[src/common/uhq_pkg.sv]
// shared constants and types of the serial receive-control block
package uhq_pkg;
  // register byte offsets
  localparam logic [7:0] UHQ_OFS_CTRL   = 8'h00;
  localparam logic [7:0] UHQ_OFS_MODE   = 8'h04;
  localparam logic [7:0] UHQ_OFS_STAT   = 8'h08;
  localparam logic [7:0] UHQ_OFS_MASK   = 8'h0c;
  localparam logic [7:0] UHQ_OFS_RXDATA = 8'h10;
  localparam logic [7:0] UHQ_OFS_ERRCNT = 8'h14;
  localparam logic [7:0] UHQ_OFS_STATE  = 8'h18;
  // control_reg command bit positions
  localparam int UHQ_CTL_RXRST   = 0;
  localparam int UHQ_CTL_RTSLOW  = 1;
  localparam int UHQ_CTL_RTSHIGH = 2;
  // mode_reg field positions and reset values
  localparam int         UHQ_MODE_LSB  = 0;
  localparam int         UHQ_CHLEN_LSB = 4;
  localparam logic [3:0] UHQ_CHLEN_RST = 4'h8;
  // status and mask bit positions
  localparam int UHQ_ST_RXRDY  = 0;
  localparam int UHQ_ST_SPIERR = 1;
  localparam int UHQ_ST_W      = 2;
  // receiver shift width, largest character length
  localparam int UHQ_SHIFT_W = 9;
  // least ratio of peripheral clock to external serial clock
  localparam int UHQ_SCK_RATIO_MIN = 9;
  // unblock progress after a transmit in t=1 mode
  localparam logic [1:0] UHQ_UNBLK_IDLE = 2'h0;
  localparam logic [1:0] UHQ_UNBLK_RST  = 2'h1;
  localparam logic [1:0] UHQ_UNBLK_MODE = 2'h2;
  // axi responses
  localparam logic [1:0] UHQ_RESP_OKAY   = 2'h0;
  localparam logic [1:0] UHQ_RESP_SLVERR = 2'h2;

  typedef enum logic [1:0] {
    UHQ_NORMAL,
    UHQ_HANDSHAKE,
    UHQ_ISO_T1,
    UHQ_SPI_SLAVE
  } uhq_opmode_t;

  typedef struct packed {
    logic [3:0]  chlen;
    logic [1:0]  rsvd;
    uhq_opmode_t mode;
  } uhq_mode_t;

  typedef struct packed {
    logic sck;
    logic rxd;
    logic cs_n;
  } uhq_link_t;
endpackage

[src/hdl/uhq_usart_rx_ctrl.sv]
// receive-side control of the serial transceiver with axi4-lite registers
//
// Added by the designer: the AXI4-Lite register port and the address map.
`timescale 1ns/10ps
module uhq_usart_rx_ctrl #(
  parameter bit HS_FIXED = 1'b0
) (
  // clock, reset, enable
  input  wire logic              clock_i,
  input  wire logic              arst_n_i,
  input  wire logic              ce_i,
  // axi4-lite write address and data
  input  wire logic              s_axi_awvalid_i,
  output logic                   s_axi_awready_o,
  input  wire logic [7:0]        s_axi_awaddr_i,
  input  wire logic              s_axi_wvalid_i,
  output logic                   s_axi_wready_o,
  input  wire logic [31:0]       s_axi_wdata_i,
  input  wire logic [3:0]        s_axi_wstrb_i,
  // axi4-lite write response
  output logic                   s_axi_bvalid_o,
  input  wire logic              s_axi_bready_i,
  output logic [1:0]             s_axi_bresp_o,
  // axi4-lite read
  input  wire logic              s_axi_arvalid_i,
  output logic                   s_axi_arready_o,
  input  wire logic [7:0]        s_axi_araddr_i,
  output logic                   s_axi_rvalid_o,
  input  wire logic              s_axi_rready_i,
  output logic [31:0]            s_axi_rdata_o,
  output logic [1:0]             s_axi_rresp_o,
  // serial link pins
  input  wire uhq_pkg::uhq_link_t link_i,
  output logic                   rts_o,
  // same-domain side signals
  input  wire logic              dma_rx_full_i,
  input  wire logic              tx_done_i,
  output logic                   irq_o
);

  logic                           rst_n;
  logic [1:0]                     rst_sync_ff;
  uhq_pkg::uhq_link_t             lnk_m_ff, lnk_s_ff, lnk_d_ff;
  logic                           aw_held_ff, w_held_ff, bvalid_ff, rvalid_ff;
  logic [7:0]                     awaddr_ff;
  logic [31:0]                    wdata_ff, rdata_ff, nxt_rdata;
  logic                           wstrb0_ff;
  logic [1:0]                     bresp_ff, rresp_ff;
  uhq_pkg::uhq_mode_t             mode_ff;
  logic [uhq_pkg::UHQ_ST_W-1:0]   stat_ff, mask_ff, stat_set, stat_clr;
  logic                           force_ff, nxt_force, rts_ff, hs_raise;
  logic                           blocked_ff;
  logic [1:0]                     unblk_ff;
  logic [uhq_pkg::UHQ_SHIFT_W-1:0] shift_ff, rxdata_ff;
  logic [3:0]                     cnt_ff, cnt_inc;
  logic                           do_wr, wr_ctl, wr_mode, wr_stat, wr_mask, rd_take;
  logic                           is_spi, sck_rise, cs_rise, rx_en, tx_t1;

  // address decode shared by the read and write paths
  function automatic logic uhq_mapped(input logic [7:0] a);
    uhq_mapped = (a == uhq_pkg::UHQ_OFS_CTRL) || (a == uhq_pkg::UHQ_OFS_MODE) ||
                 (a == uhq_pkg::UHQ_OFS_STAT) || (a == uhq_pkg::UHQ_OFS_MASK) ||
                 (a == uhq_pkg::UHQ_OFS_RXDATA) || (a == uhq_pkg::UHQ_OFS_ERRCNT) ||
                 (a == uhq_pkg::UHQ_OFS_STATE);
  endfunction

  // keep only the low character-length bits; stale shift bits would leak above
  function automatic logic [uhq_pkg::UHQ_SHIFT_W-1:0] uhq_keep(
      input logic [uhq_pkg::UHQ_SHIFT_W-1:0] v, input logic [3:0] n);
    logic [uhq_pkg::UHQ_SHIFT_W-1:0] ones;
    ones     = '1;
    uhq_keep = v & ~(ones << n);
  endfunction

  // reset release through two flops; assertion stays asynchronous
  always_ff @(posedge clock_i or negedge arst_n_i) begin
    if (!arst_n_i) begin
      rst_sync_ff <= 2'h0;
    end else begin
      rst_sync_ff <= {rst_sync_ff[0], 1'b1};
    end
  end
  assign rst_n = rst_sync_ff[1];

  // link pins: two-flop sync plus one delay stage for edge finding
  // relies on slow clock
  always_ff @(posedge clock_i or negedge rst_n) begin
    if (!rst_n) begin
      lnk_m_ff <= 3'h1;
      lnk_s_ff <= 3'h1;
      lnk_d_ff <= 3'h1;
    end else if (ce_i) begin
      lnk_m_ff <= link_i;
      lnk_s_ff <= lnk_m_ff;
      lnk_d_ff <= lnk_s_ff;
    end
  end
  assign sck_rise = lnk_s_ff.sck & ~lnk_d_ff.sck;
  assign cs_rise  = lnk_s_ff.cs_n & ~lnk_d_ff.cs_n;

  // bus handshakes; one held address and one held data word
  assign s_axi_awready_o = ~aw_held_ff;
  assign s_axi_wready_o  = ~w_held_ff;
  assign s_axi_arready_o = ~rvalid_ff;
  assign s_axi_bvalid_o  = bvalid_ff;
  assign s_axi_bresp_o   = bresp_ff;
  assign s_axi_rvalid_o  = rvalid_ff;
  assign s_axi_rdata_o   = rdata_ff;
  assign s_axi_rresp_o   = rresp_ff;
  assign do_wr   = ce_i & aw_held_ff & w_held_ff & ~bvalid_ff;
  assign wr_ctl  = do_wr & wstrb0_ff & (awaddr_ff == uhq_pkg::UHQ_OFS_CTRL);
  assign wr_mode = do_wr & wstrb0_ff & (awaddr_ff == uhq_pkg::UHQ_OFS_MODE);
  assign wr_stat = do_wr & wstrb0_ff & (awaddr_ff == uhq_pkg::UHQ_OFS_STAT);
  assign wr_mask = do_wr & wstrb0_ff & (awaddr_ff == uhq_pkg::UHQ_OFS_MASK);
  assign rd_take = ce_i & s_axi_arvalid_i & ~rvalid_ff;

  // write channel capture, either order
  always_ff @(posedge clock_i or negedge rst_n) begin
    if (!rst_n) begin
      aw_held_ff <= 1'b0;
      w_held_ff  <= 1'b0;
      awaddr_ff  <= 8'h00;
      wdata_ff   <= 32'h0000_0000;
      wstrb0_ff  <= 1'b0;
    end else if (ce_i) begin
      if (s_axi_awvalid_i && !aw_held_ff) begin
        aw_held_ff <= 1'b1;
        awaddr_ff  <= s_axi_awaddr_i;
      end else if (do_wr) begin
        aw_held_ff <= 1'b0;
      end
      if (s_axi_wvalid_i && !w_held_ff) begin
        w_held_ff <= 1'b1;
        wdata_ff  <= s_axi_wdata_i;
        wstrb0_ff <= s_axi_wstrb_i[0];
      end else if (do_wr) begin
        w_held_ff <= 1'b0;
      end
    end
  end

  // write response; unmapped addresses answer slverr
  always_ff @(posedge clock_i or negedge rst_n) begin
    if (!rst_n) begin
      bvalid_ff <= 1'b0;
      bresp_ff  <= uhq_pkg::UHQ_RESP_OKAY;
    end else if (ce_i) begin
      if (do_wr) begin
        bvalid_ff <= 1'b1;
        bresp_ff  <= uhq_mapped(awaddr_ff) ? uhq_pkg::UHQ_RESP_OKAY : uhq_pkg::UHQ_RESP_SLVERR;
      end else if (s_axi_bready_i) begin
        bvalid_ff <= 1'b0;
      end
    end
  end

  // read mux; reserved bits read zero
  always_comb begin
    nxt_rdata = 32'h0000_0000;
    if (s_axi_araddr_i == uhq_pkg::UHQ_OFS_MODE) begin
      nxt_rdata[7:0] = {mode_ff.chlen, 2'h0, mode_ff.mode};
    end else if (s_axi_araddr_i == uhq_pkg::UHQ_OFS_STAT) begin
      nxt_rdata[uhq_pkg::UHQ_ST_W-1:0] = stat_ff;
    end else if (s_axi_araddr_i == uhq_pkg::UHQ_OFS_MASK) begin
      nxt_rdata[uhq_pkg::UHQ_ST_W-1:0] = mask_ff;
    end else if (s_axi_araddr_i == uhq_pkg::UHQ_OFS_RXDATA) begin
      nxt_rdata[uhq_pkg::UHQ_SHIFT_W-1:0] = rxdata_ff;
    end else if (s_axi_araddr_i == uhq_pkg::UHQ_OFS_STATE) begin
      nxt_rdata[1:0] = {blocked_ff, rts_ff};
    end else begin
      nxt_rdata = 32'h0000_0000;
    end
  end

  // read response, one cycle after the address is taken
  always_ff @(posedge clock_i or negedge rst_n) begin
    if (!rst_n) begin
      rvalid_ff <= 1'b0;
      rdata_ff  <= 32'h0000_0000;
      rresp_ff  <= uhq_pkg::UHQ_RESP_OKAY;
    end else if (ce_i) begin
      if (rd_take) begin
        rvalid_ff <= 1'b1;
        rdata_ff  <= nxt_rdata;
        rresp_ff  <= uhq_mapped(s_axi_araddr_i) ? uhq_pkg::UHQ_RESP_OKAY : uhq_pkg::UHQ_RESP_SLVERR;
      end else if (s_axi_rready_i) begin
        rvalid_ff <= 1'b0;
      end
    end
  end

  // mode and mask registers
  always_ff @(posedge clock_i or negedge rst_n) begin
    if (!rst_n) begin
      mode_ff <= '{chlen: uhq_pkg::UHQ_CHLEN_RST, rsvd: 2'h0, mode: uhq_pkg::UHQ_NORMAL};
      mask_ff <= '0;
    end else begin
      if (wr_mode) begin
        mode_ff.chlen <= wdata_ff[uhq_pkg::UHQ_CHLEN_LSB +: 4];
        mode_ff.mode  <= uhq_pkg::uhq_opmode_t'(wdata_ff[uhq_pkg::UHQ_MODE_LSB +: 2]);
      end
      if (wr_mask) begin
        mask_ff <= wdata_ff[uhq_pkg::UHQ_ST_W-1:0];
      end
    end
  end
  assign is_spi = (mode_ff.mode == uhq_pkg::UHQ_SPI_SLAVE);

  // request-to-send: force-high wins if both commands arrive together
  always_comb begin
    nxt_force = force_ff;
    if (wr_ctl && wdata_ff[uhq_pkg::UHQ_CTL_RTSHIGH]) begin
      nxt_force = 1'b1;
    end else if (wr_ctl && wdata_ff[uhq_pkg::UHQ_CTL_RTSLOW]) begin
      nxt_force = 1'b0;
    end
  end
  assign hs_raise = HS_FIXED & (mode_ff.mode == uhq_pkg::UHQ_HANDSHAKE) & dma_rx_full_i;

  always_ff @(posedge clock_i or negedge rst_n) begin
    if (!rst_n) begin
      force_ff <= 1'b0;
      rts_ff   <= 1'b0;
    end else if (ce_i) begin
      force_ff <= nxt_force;
      rts_ff   <= nxt_force | hs_raise;
    end
  end
  assign rts_o = rts_ff;

  // t=1 block: reset, then mode, then control write
  assign tx_t1 = ce_i & tx_done_i & (mode_ff.mode == uhq_pkg::UHQ_ISO_T1);
  always_ff @(posedge clock_i or negedge rst_n) begin
    if (!rst_n) begin
      blocked_ff <= 1'b0;
      unblk_ff   <= uhq_pkg::UHQ_UNBLK_IDLE;
    end else if (tx_t1) begin
      blocked_ff <= 1'b1;
      unblk_ff   <= uhq_pkg::UHQ_UNBLK_IDLE;
    end else if (blocked_ff) begin
      if (wr_ctl && wdata_ff[uhq_pkg::UHQ_CTL_RXRST]) begin
        unblk_ff <= uhq_pkg::UHQ_UNBLK_RST;
      end else if (wr_mode && unblk_ff == uhq_pkg::UHQ_UNBLK_RST) begin
        unblk_ff <= uhq_pkg::UHQ_UNBLK_MODE;
      end else if (wr_ctl && unblk_ff == uhq_pkg::UHQ_UNBLK_MODE) begin
        blocked_ff <= 1'b0;
        unblk_ff   <= uhq_pkg::UHQ_UNBLK_IDLE;
      end
    end
  end

  // receiver shifts msb first on each rising serial clock edge
  assign rx_en   = ~blocked_ff & (~is_spi | ~lnk_s_ff.cs_n);
  assign cnt_inc = cnt_ff + 4'h1;
  always_ff @(posedge clock_i or negedge rst_n) begin
    if (!rst_n) begin
      shift_ff  <= '0;
      rxdata_ff <= '0;
      cnt_ff    <= 4'h0;
    end else if (ce_i) begin
      if (wr_ctl && wdata_ff[uhq_pkg::UHQ_CTL_RXRST]) begin
        shift_ff <= '0;
        cnt_ff   <= 4'h0;
      end else if (is_spi && cs_rise) begin
        // frame end; only an exact-length frame is delivered
        if (cnt_ff == mode_ff.chlen && !blocked_ff) begin
          rxdata_ff <= uhq_keep(shift_ff, mode_ff.chlen);
        end
        cnt_ff <= 4'h0;
      end else if (sck_rise && rx_en) begin
        shift_ff <= {shift_ff[uhq_pkg::UHQ_SHIFT_W-2:0], lnk_s_ff.rxd};
        if (!is_spi && cnt_inc == mode_ff.chlen) begin
          rxdata_ff <= uhq_keep({shift_ff[uhq_pkg::UHQ_SHIFT_W-2:0], lnk_s_ff.rxd},
                                mode_ff.chlen);
          cnt_ff    <= 4'h0;
        end else if (cnt_ff != 4'hf) begin
          cnt_ff <= cnt_inc;
        end
      end
    end
  end

  // sticky events; a set in the clearing cycle wins
  always_comb begin
    stat_set = '0;
    stat_set[uhq_pkg::UHQ_ST_RXRDY] = ce_i & ~(wr_ctl & wdata_ff[uhq_pkg::UHQ_CTL_RXRST]) &
      ((is_spi & cs_rise & ~blocked_ff & (cnt_ff == mode_ff.chlen)) |
       (~is_spi & sck_rise & rx_en & (cnt_inc == mode_ff.chlen)));
    stat_set[uhq_pkg::UHQ_ST_SPIERR] = ce_i & is_spi & sck_rise & rx_en &
      (cnt_ff == mode_ff.chlen) & ~(wr_ctl & wdata_ff[uhq_pkg::UHQ_CTL_RXRST]);
    stat_clr = wr_stat ? wdata_ff[uhq_pkg::UHQ_ST_W-1:0] : '0;
  end
  always_ff @(posedge clock_i or negedge rst_n) begin
    if (!rst_n) begin
      stat_ff <= '0;
    end else if (ce_i) begin
      stat_ff <= (stat_ff & ~stat_clr) | stat_set;
    end
  end
  assign irq_o = |(stat_ff & mask_ff);
endmodule

[config.mk]
export PLATFORM = sky130hd
export DESIGN_NAME = uhq_usart_rx_ctrl
export DESIGN_NICKNAME = d
export VERILOG_FILES = /design/src/common/uhq_pkg.sv /design/src/hdl/uhq_usart_rx_ctrl.sv
export SDC_FILE = /design/constraint.sdc
export NUM_CORES = 1
export LEC_CHECK = 0
export BUFFER_PORTS_ARGS = -buffer_cell sky130_fd_sc_hd__clkbuf_2
export CAP_MARGIN = 20
export CELL_PAD_IN_SITES_DETAIL_PLACEMENT = 1
export CELL_PAD_IN_SITES_GLOBAL_PLACEMENT = 2
export CORE_MARGIN = 5
export CORE_UTILIZATION = 25
export DETAILED_ROUTE_END_ITERATION = 6
export MAX_ROUTING_LAYER = met4
export PLACE_DENSITY = 0.74
export SLEW_MARGIN = 40
export SYNTH_ARGS = -nofsm -noshare
export SYNTH_HDL_FRONTEND = slang
export SYNTH_SLANG_ARGS = --single-unit
[constraint.sdc]
create_clock -name clock_i -period 4 [get_ports clock_i]
set_input_delay 0.2 -clock clock_i [delete_from_list [all_inputs] [get_ports clock_i]]
set_output_delay 0.2 -clock clock_i [all_outputs]
set_load 0.005 [all_outputs]
* After elaboration in Yosys (flattened, before gate mapping) *
Index checks and enable logic that the tools add are counted.

storage, ports and cells
  output and inout bits = 43
  flip-flop bits (word level) = 103
  word-level logic and storage cells = 198

operators by class
  shift-type cells = 1
  bitwise gates (word level) = 49
  add/subtract/negate cells = 1
  reduce and logical (&&, ||, !) cells = 55
  muxes and demuxes = 42
  equality and inequality tests = 21

operator list
  cell                 number
  $mux 9               8
  $eq 8x5->1 const B   6
  $eq 8x4->1 const B   4
  $and 1x1->1          29
  $mux 24              1
  $mux 2               11
  $mux 4               5
  $reduce_and 2->1     10
  $and 9x9->9          2
  $reduce_bool 2->1    9
  $eq 8x3->1 const B   2
  $logic_not 8->1      2
  $mux 1               14
  $mux 7               2
  $logic_or 1x1->1     12
  $logic_and 1x1->1    11
  $not 1->1            11
  $not 9->9            1
  $shl 9x4->9 const A  1
  $eq 4x4->1           2
  $mux 8               1
  $reduce_bool 4->1    2
  $eq 2x2->1 const B   3
  $reduce_and 3->1     2
  other kinds (13)     18

* Depth between registers and ports, before layout *
  depth after elaboration = 11
  depth in mapped cells = 6

* Least setup slack after synthesis *
Ideal clock, no wire load.

  path kind = flip-flop to flip-flop
  start = reg cnt_ff[0]
  end = reg rxdata_ff[0] in the netlist's numbering
  path buffers = 0
  stages on the path, launching flop included = 7
  setup time = 125 ps
  data required time = 3875 ps
  clock period less this slack = 2258 ps
  arrival = 2134 ps
  path slack = 1742 ps
  cell sequence = dfrtp_1 -> ha_1 -> xor2_1 -> a211oi_1 -> nand4_1 -> a211oi_4 -> mux2_2

on the way
  word-level cells in the longest chain between the ends = 5
  elaborated cells between the ends (all ways) = 8
  classes of those cells = add/sub (1); eq/ne (3); reduce/logical (4)

ends and longest elaborated chain
  what                          line                      source
  start: declaration            uhq_usart_rx_ctrl.sv:55   logic [3:0] cnt_ff, cnt_inc;
  start signal: assignment      uhq_usart_rx_ctrl.sv:277  cnt_ff <= cnt_inc;
  $add 4x1->4                   uhq_usart_rx_ctrl.sv:254  assign cnt_inc = cnt_ff + 4'h1;
  $eq 4x4->1                    uhq_usart_rx_ctrl.sv:272  if (!is_spi && cnt_inc == mode_ff.chlen) begin
  $logic_and 1x1->1             uhq_usart_rx_ctrl.sv:272
  $reduce_bool 2->1 (no line)   -
  $reduce_and 5->1 (no line) *  -
  end signal: assignment        uhq_usart_rx_ctrl.sv:267  rxdata_ff <= uhq_keep(shift_ff, mode_ff.chlen);
  end signal: assignment        uhq_usart_rx_ctrl.sv:273  rxdata_ff <= uhq_keep({shift_ff[uhq_pkg::UHQ_SHIFT_W-2:0], lnk_s_ff.rxd},
  end: declaration              uhq_usart_rx_ctrl.sv:54   logic [uhq_pkg::UHQ_SHIFT_W-1:0] shift_ff, rxdata_ff;

Mark *: on every way between the ends. The rest lies on a longest branch, timed or not.
A chain may end at the register's enable or synchronous reset.

* Worst setup path after layout *
  start = reg cnt_ff[0]
  end = reg rxdata_ff[8] in the netlist's numbering

Same word-level chain as after synthesis.

==> flow_summary.yaml <==
logic_synthesis:
  synthFlopType: "dfrtp_1"
  async_flop_share_pct: 100
  ys_warn_count: 0
  syn_avg_cell_area_um2: 11.1
  syn-cell-area_um2: 3810
  synthDistinctLibCells: 52
  ys_seq_area_share_pct: 50.7
  synth-edff-count: 0
  synth_seq_cells: 77
  synth_cells: 342
sta:
  finalHoldViolations: 0
  finalCritPeriodShare_pct: 65.4
  rsz0062_at_grt: "no"
  period_needed_ns: 2.61
  tns_ns: 0
  final-setup-viol-count: 0
  worst_slew_margin_rel_pct: 55.9
  whs_ns: 0.0896
  slew_violations: 0
  tightest_slew_ns: 0.660
  layout_setup_ws_ns: 1.39
  skew_ns: 0.00673
  max_freq_mhz: 383
global_route:
  grt_first_pass_wirelength_um: 15000
  antenna_found_initial: 0
  gr-max-usage-layer: "met2"
  grt_max_degree: 50
  grtUsageMet3_pct: 3.13
  grt.total_usage_pct: 10.8
  grt_use_met2_pct: 17.4
  overflow: 0
  grt_util_met1_pct: 13.2
  grt_pass1_vias: 2928
die:
  fp.dieW_um: 133
  dieHeight_um: 133
  start_util_pct: 25.2
  placeableCoreArea_um2: 15100
  io-pin-count: 108
  std_cell_rows: 45
  die_area_um2: 17800
placement:
  finalWeightedCongestion: 0.813
  io_buffers: 53
  post-place-ws_ns: 1.41
  dp_hpwl_um: 6780
critical_path:
  crit_path_end_kind: "flip-flop"
  max_stage_delay_ns: 0.58
  cpLargestDelayFamily: "compound AO/OA/AOI/OAI gates"
  reg2reg_slack_ns: 1.39
  r2r_cells: 6
  cp.depth: 6
  cp_max_fo: 10
  worstSetupStartpointType: "flip-flop"
  required_ns: 4.22
  worstSetupPathType: "flip-flop to flip-flop"
  cp.arrival_ns: 2.83
  path_buf_inv: 0
  crit_chain: "ha_1 > xor2_1 > a211oi_1 > nand4_1 > a211oi_4 > mux2_2"
  cp_slowest_cell: "a211oi_4"
clocking:
  cts_tree: "built"
  root_buffer: "clkbuf_16"
  h-tree-depth: 3
  clk_path_buf_depth: 2
  post_cts_buffers: 0
  insertion_delay_ns: 0.34
  path_clk_slew_ns: 0.06
  cts.sinks: 77
  post_cts_resized: 0
  cts-buffers-inserted: 9
layout:
  area.growth.synth_to_final_pct: 16.8
  seqCellArea_um2: 1940
  fill_cells: 1717
  nNetsFinal: 461
  final_util_pct: 29.5
  n_antenna_cell: 0
  multi_input_area_um2: 1690
  drive_above_1_share_pct: 32.5
routing:
  drt_iter0_drc: 103
  via_count: 2695
  drc: 0
  ant_nets: 0
  wl_um: 8920
  wl_per_cell_um: 15.2
  drtPass1Iterations: 4
  post_drt_via_cell_ratio: 4.58
min_path:
  holdPathStages: 2
  hp-class: "primary input to flip-flop"
pwr:
  leakagePower_uw: 0.00205
  power_density_nw_per_um2: 467
  ir_drop_mv: 0.246
outcome:
  status: "completed"
flow_run:
  max_cap_viol_count: 0
-- synth_stat cells (all sizes together) (3+ instances only) --
library cell / n / area [um^2]
clkbuf: 9 / 35.0
inv: 9 / 33.8
and3: 3 / 18.8
nand2: 31 / 116
buf: 29 / 213
and2: 3 / 21.3
a21oi: 12 / 60.1
a211oi: 5 / 55.1
o21ai: 17 / 88.8
nor4: 5 / 46.3
nand4b: 5 / 43.8
nor3b: 4 / 35.0
nor3: 6 / 30.0
a21o: 4 / 31.3
xnor2: 4 / 35.0
a22oi: 4 / 30.0
dfstp: 4 / 105
xor2: 3 / 26.3
mux2i: 5 / 50.1
nor2: 19 / 73.8
a32oi: 3 / 26.3
nand3: 8 / 40.0
dfrtp: 73 / 1830
a22o: 13 / 114
mux2: 42 / 477
-- worst reg2reg max path, stage by stage, from the launching register on --
cell and delay, ns:
dfrtp_1 0.44, ha_1 0.35, xor2_1 0.15, a211oi_1 0.31, nand4_1 0.25, a211oi_4 0.58, mux2_2 0.41
-- path summary, 6_finish.rpt --
| path | startpoint | end |
|---|---|---|
| setup / recovery | cnt_ff[0] | rxdata_ff[8] |
| hold / removal | s_axi_wdata_i[7] | wdata_ff[7] |
| setup reg to reg | cnt_ff[0] | rxdata_ff[8] |
| hold reg to reg | rst_sync_ff[0] | rst_sync_ff[1] |
| max in group asynchronous | rst_sync_ff[1] | rxdata_ff[8] |
| min in group asynchronous | arst_n_i | rst_sync_ff[1] |
-- through the flow --
stage               power, uW  instance area (um^2)  instances
floorplan                1250                  3900        366
global placement         1340                  4170        571
detailed placement       1360                  4170        571
CTS                      2120                  4450        588
global route             2200                  4450        588
finish                   2080                  4450        588
-- report_power, final --
| group | switching, uW | internal (uW) |
|---|---|---|
| Clock | 321 | 419 |
| Combinational | 128 | 163 |
| Sequential | 133 | 914 |
| Total | 582 | 1500 |
-- flip-flops by register name (all words and copies together), names as in the netlist, 2 cells and up --
register	count
lnk_s_ff	3
cnt_ff	4
rxdata_ff	9
stat_ff	2
lnk_d_ff	2
lnk_m_ff	3
wdata_ff	7
unblk_ff	2
rst_sync_ff	2
mask_ff	2
awaddr_ff	8
mode_ff	6
shift_ff	9
s_axi_rdata_o	9
-- layer usage --
metal,vias up,share of wire [%]
met2,67,49
met4,0,1.4
li1,1277,-
met3,13,4.9
met5,-,0
met1,1338,45
-- logic make-up after synthesis --
family / synth area share [%]
compound gates: 12.0
xor+xnor: 1.61
fa+ha+maj: 0.328
buf+inv: 7.39
flops: 50.7
mux: 13.8
other cells: 0.197
simple gates: 14.0
-- cell type report --
type / count / share of cell area (%)
multi-input cells: 242 / 37.9
clock buffers: 10 / 5.15
repair buffers: 56 / 6.53
clock inverters: 6 / 0.872
flip-flops and latches: 77 / 43.5
well taps: 188 / 5.29
inverters: 9 / 0.759
-- timing repair --
| action | CTS | global route |
|---|---|---|
| hold endpoints to repair | 2 | 0 |
| hold buffers | 1 | 0 |
| setup endpoints to repair | 0 | 0 |
-- cells in the final DEF (no fill, tap or decap), types with 6 or more instances in the layout --
cell type / Yosys / final
a21oi_1: 12 / 12
a22o_1: 13 / 13
clkbuf_16: 0 / 9
clkbuf_2: 1 / 53
conb_1: 2 / 26
dfrtp_1: 73 / 72
inv_1: 9 / 9
mux2_2: 41 / 41
nand2_1: 31 / 31
nand3_1: 8 / 8
nor2_1: 18 / 18
nor3_1: 6 / 6
o21ai_0: 16 / 16
No activity file was read; power rests on OpenSTA's default activity.
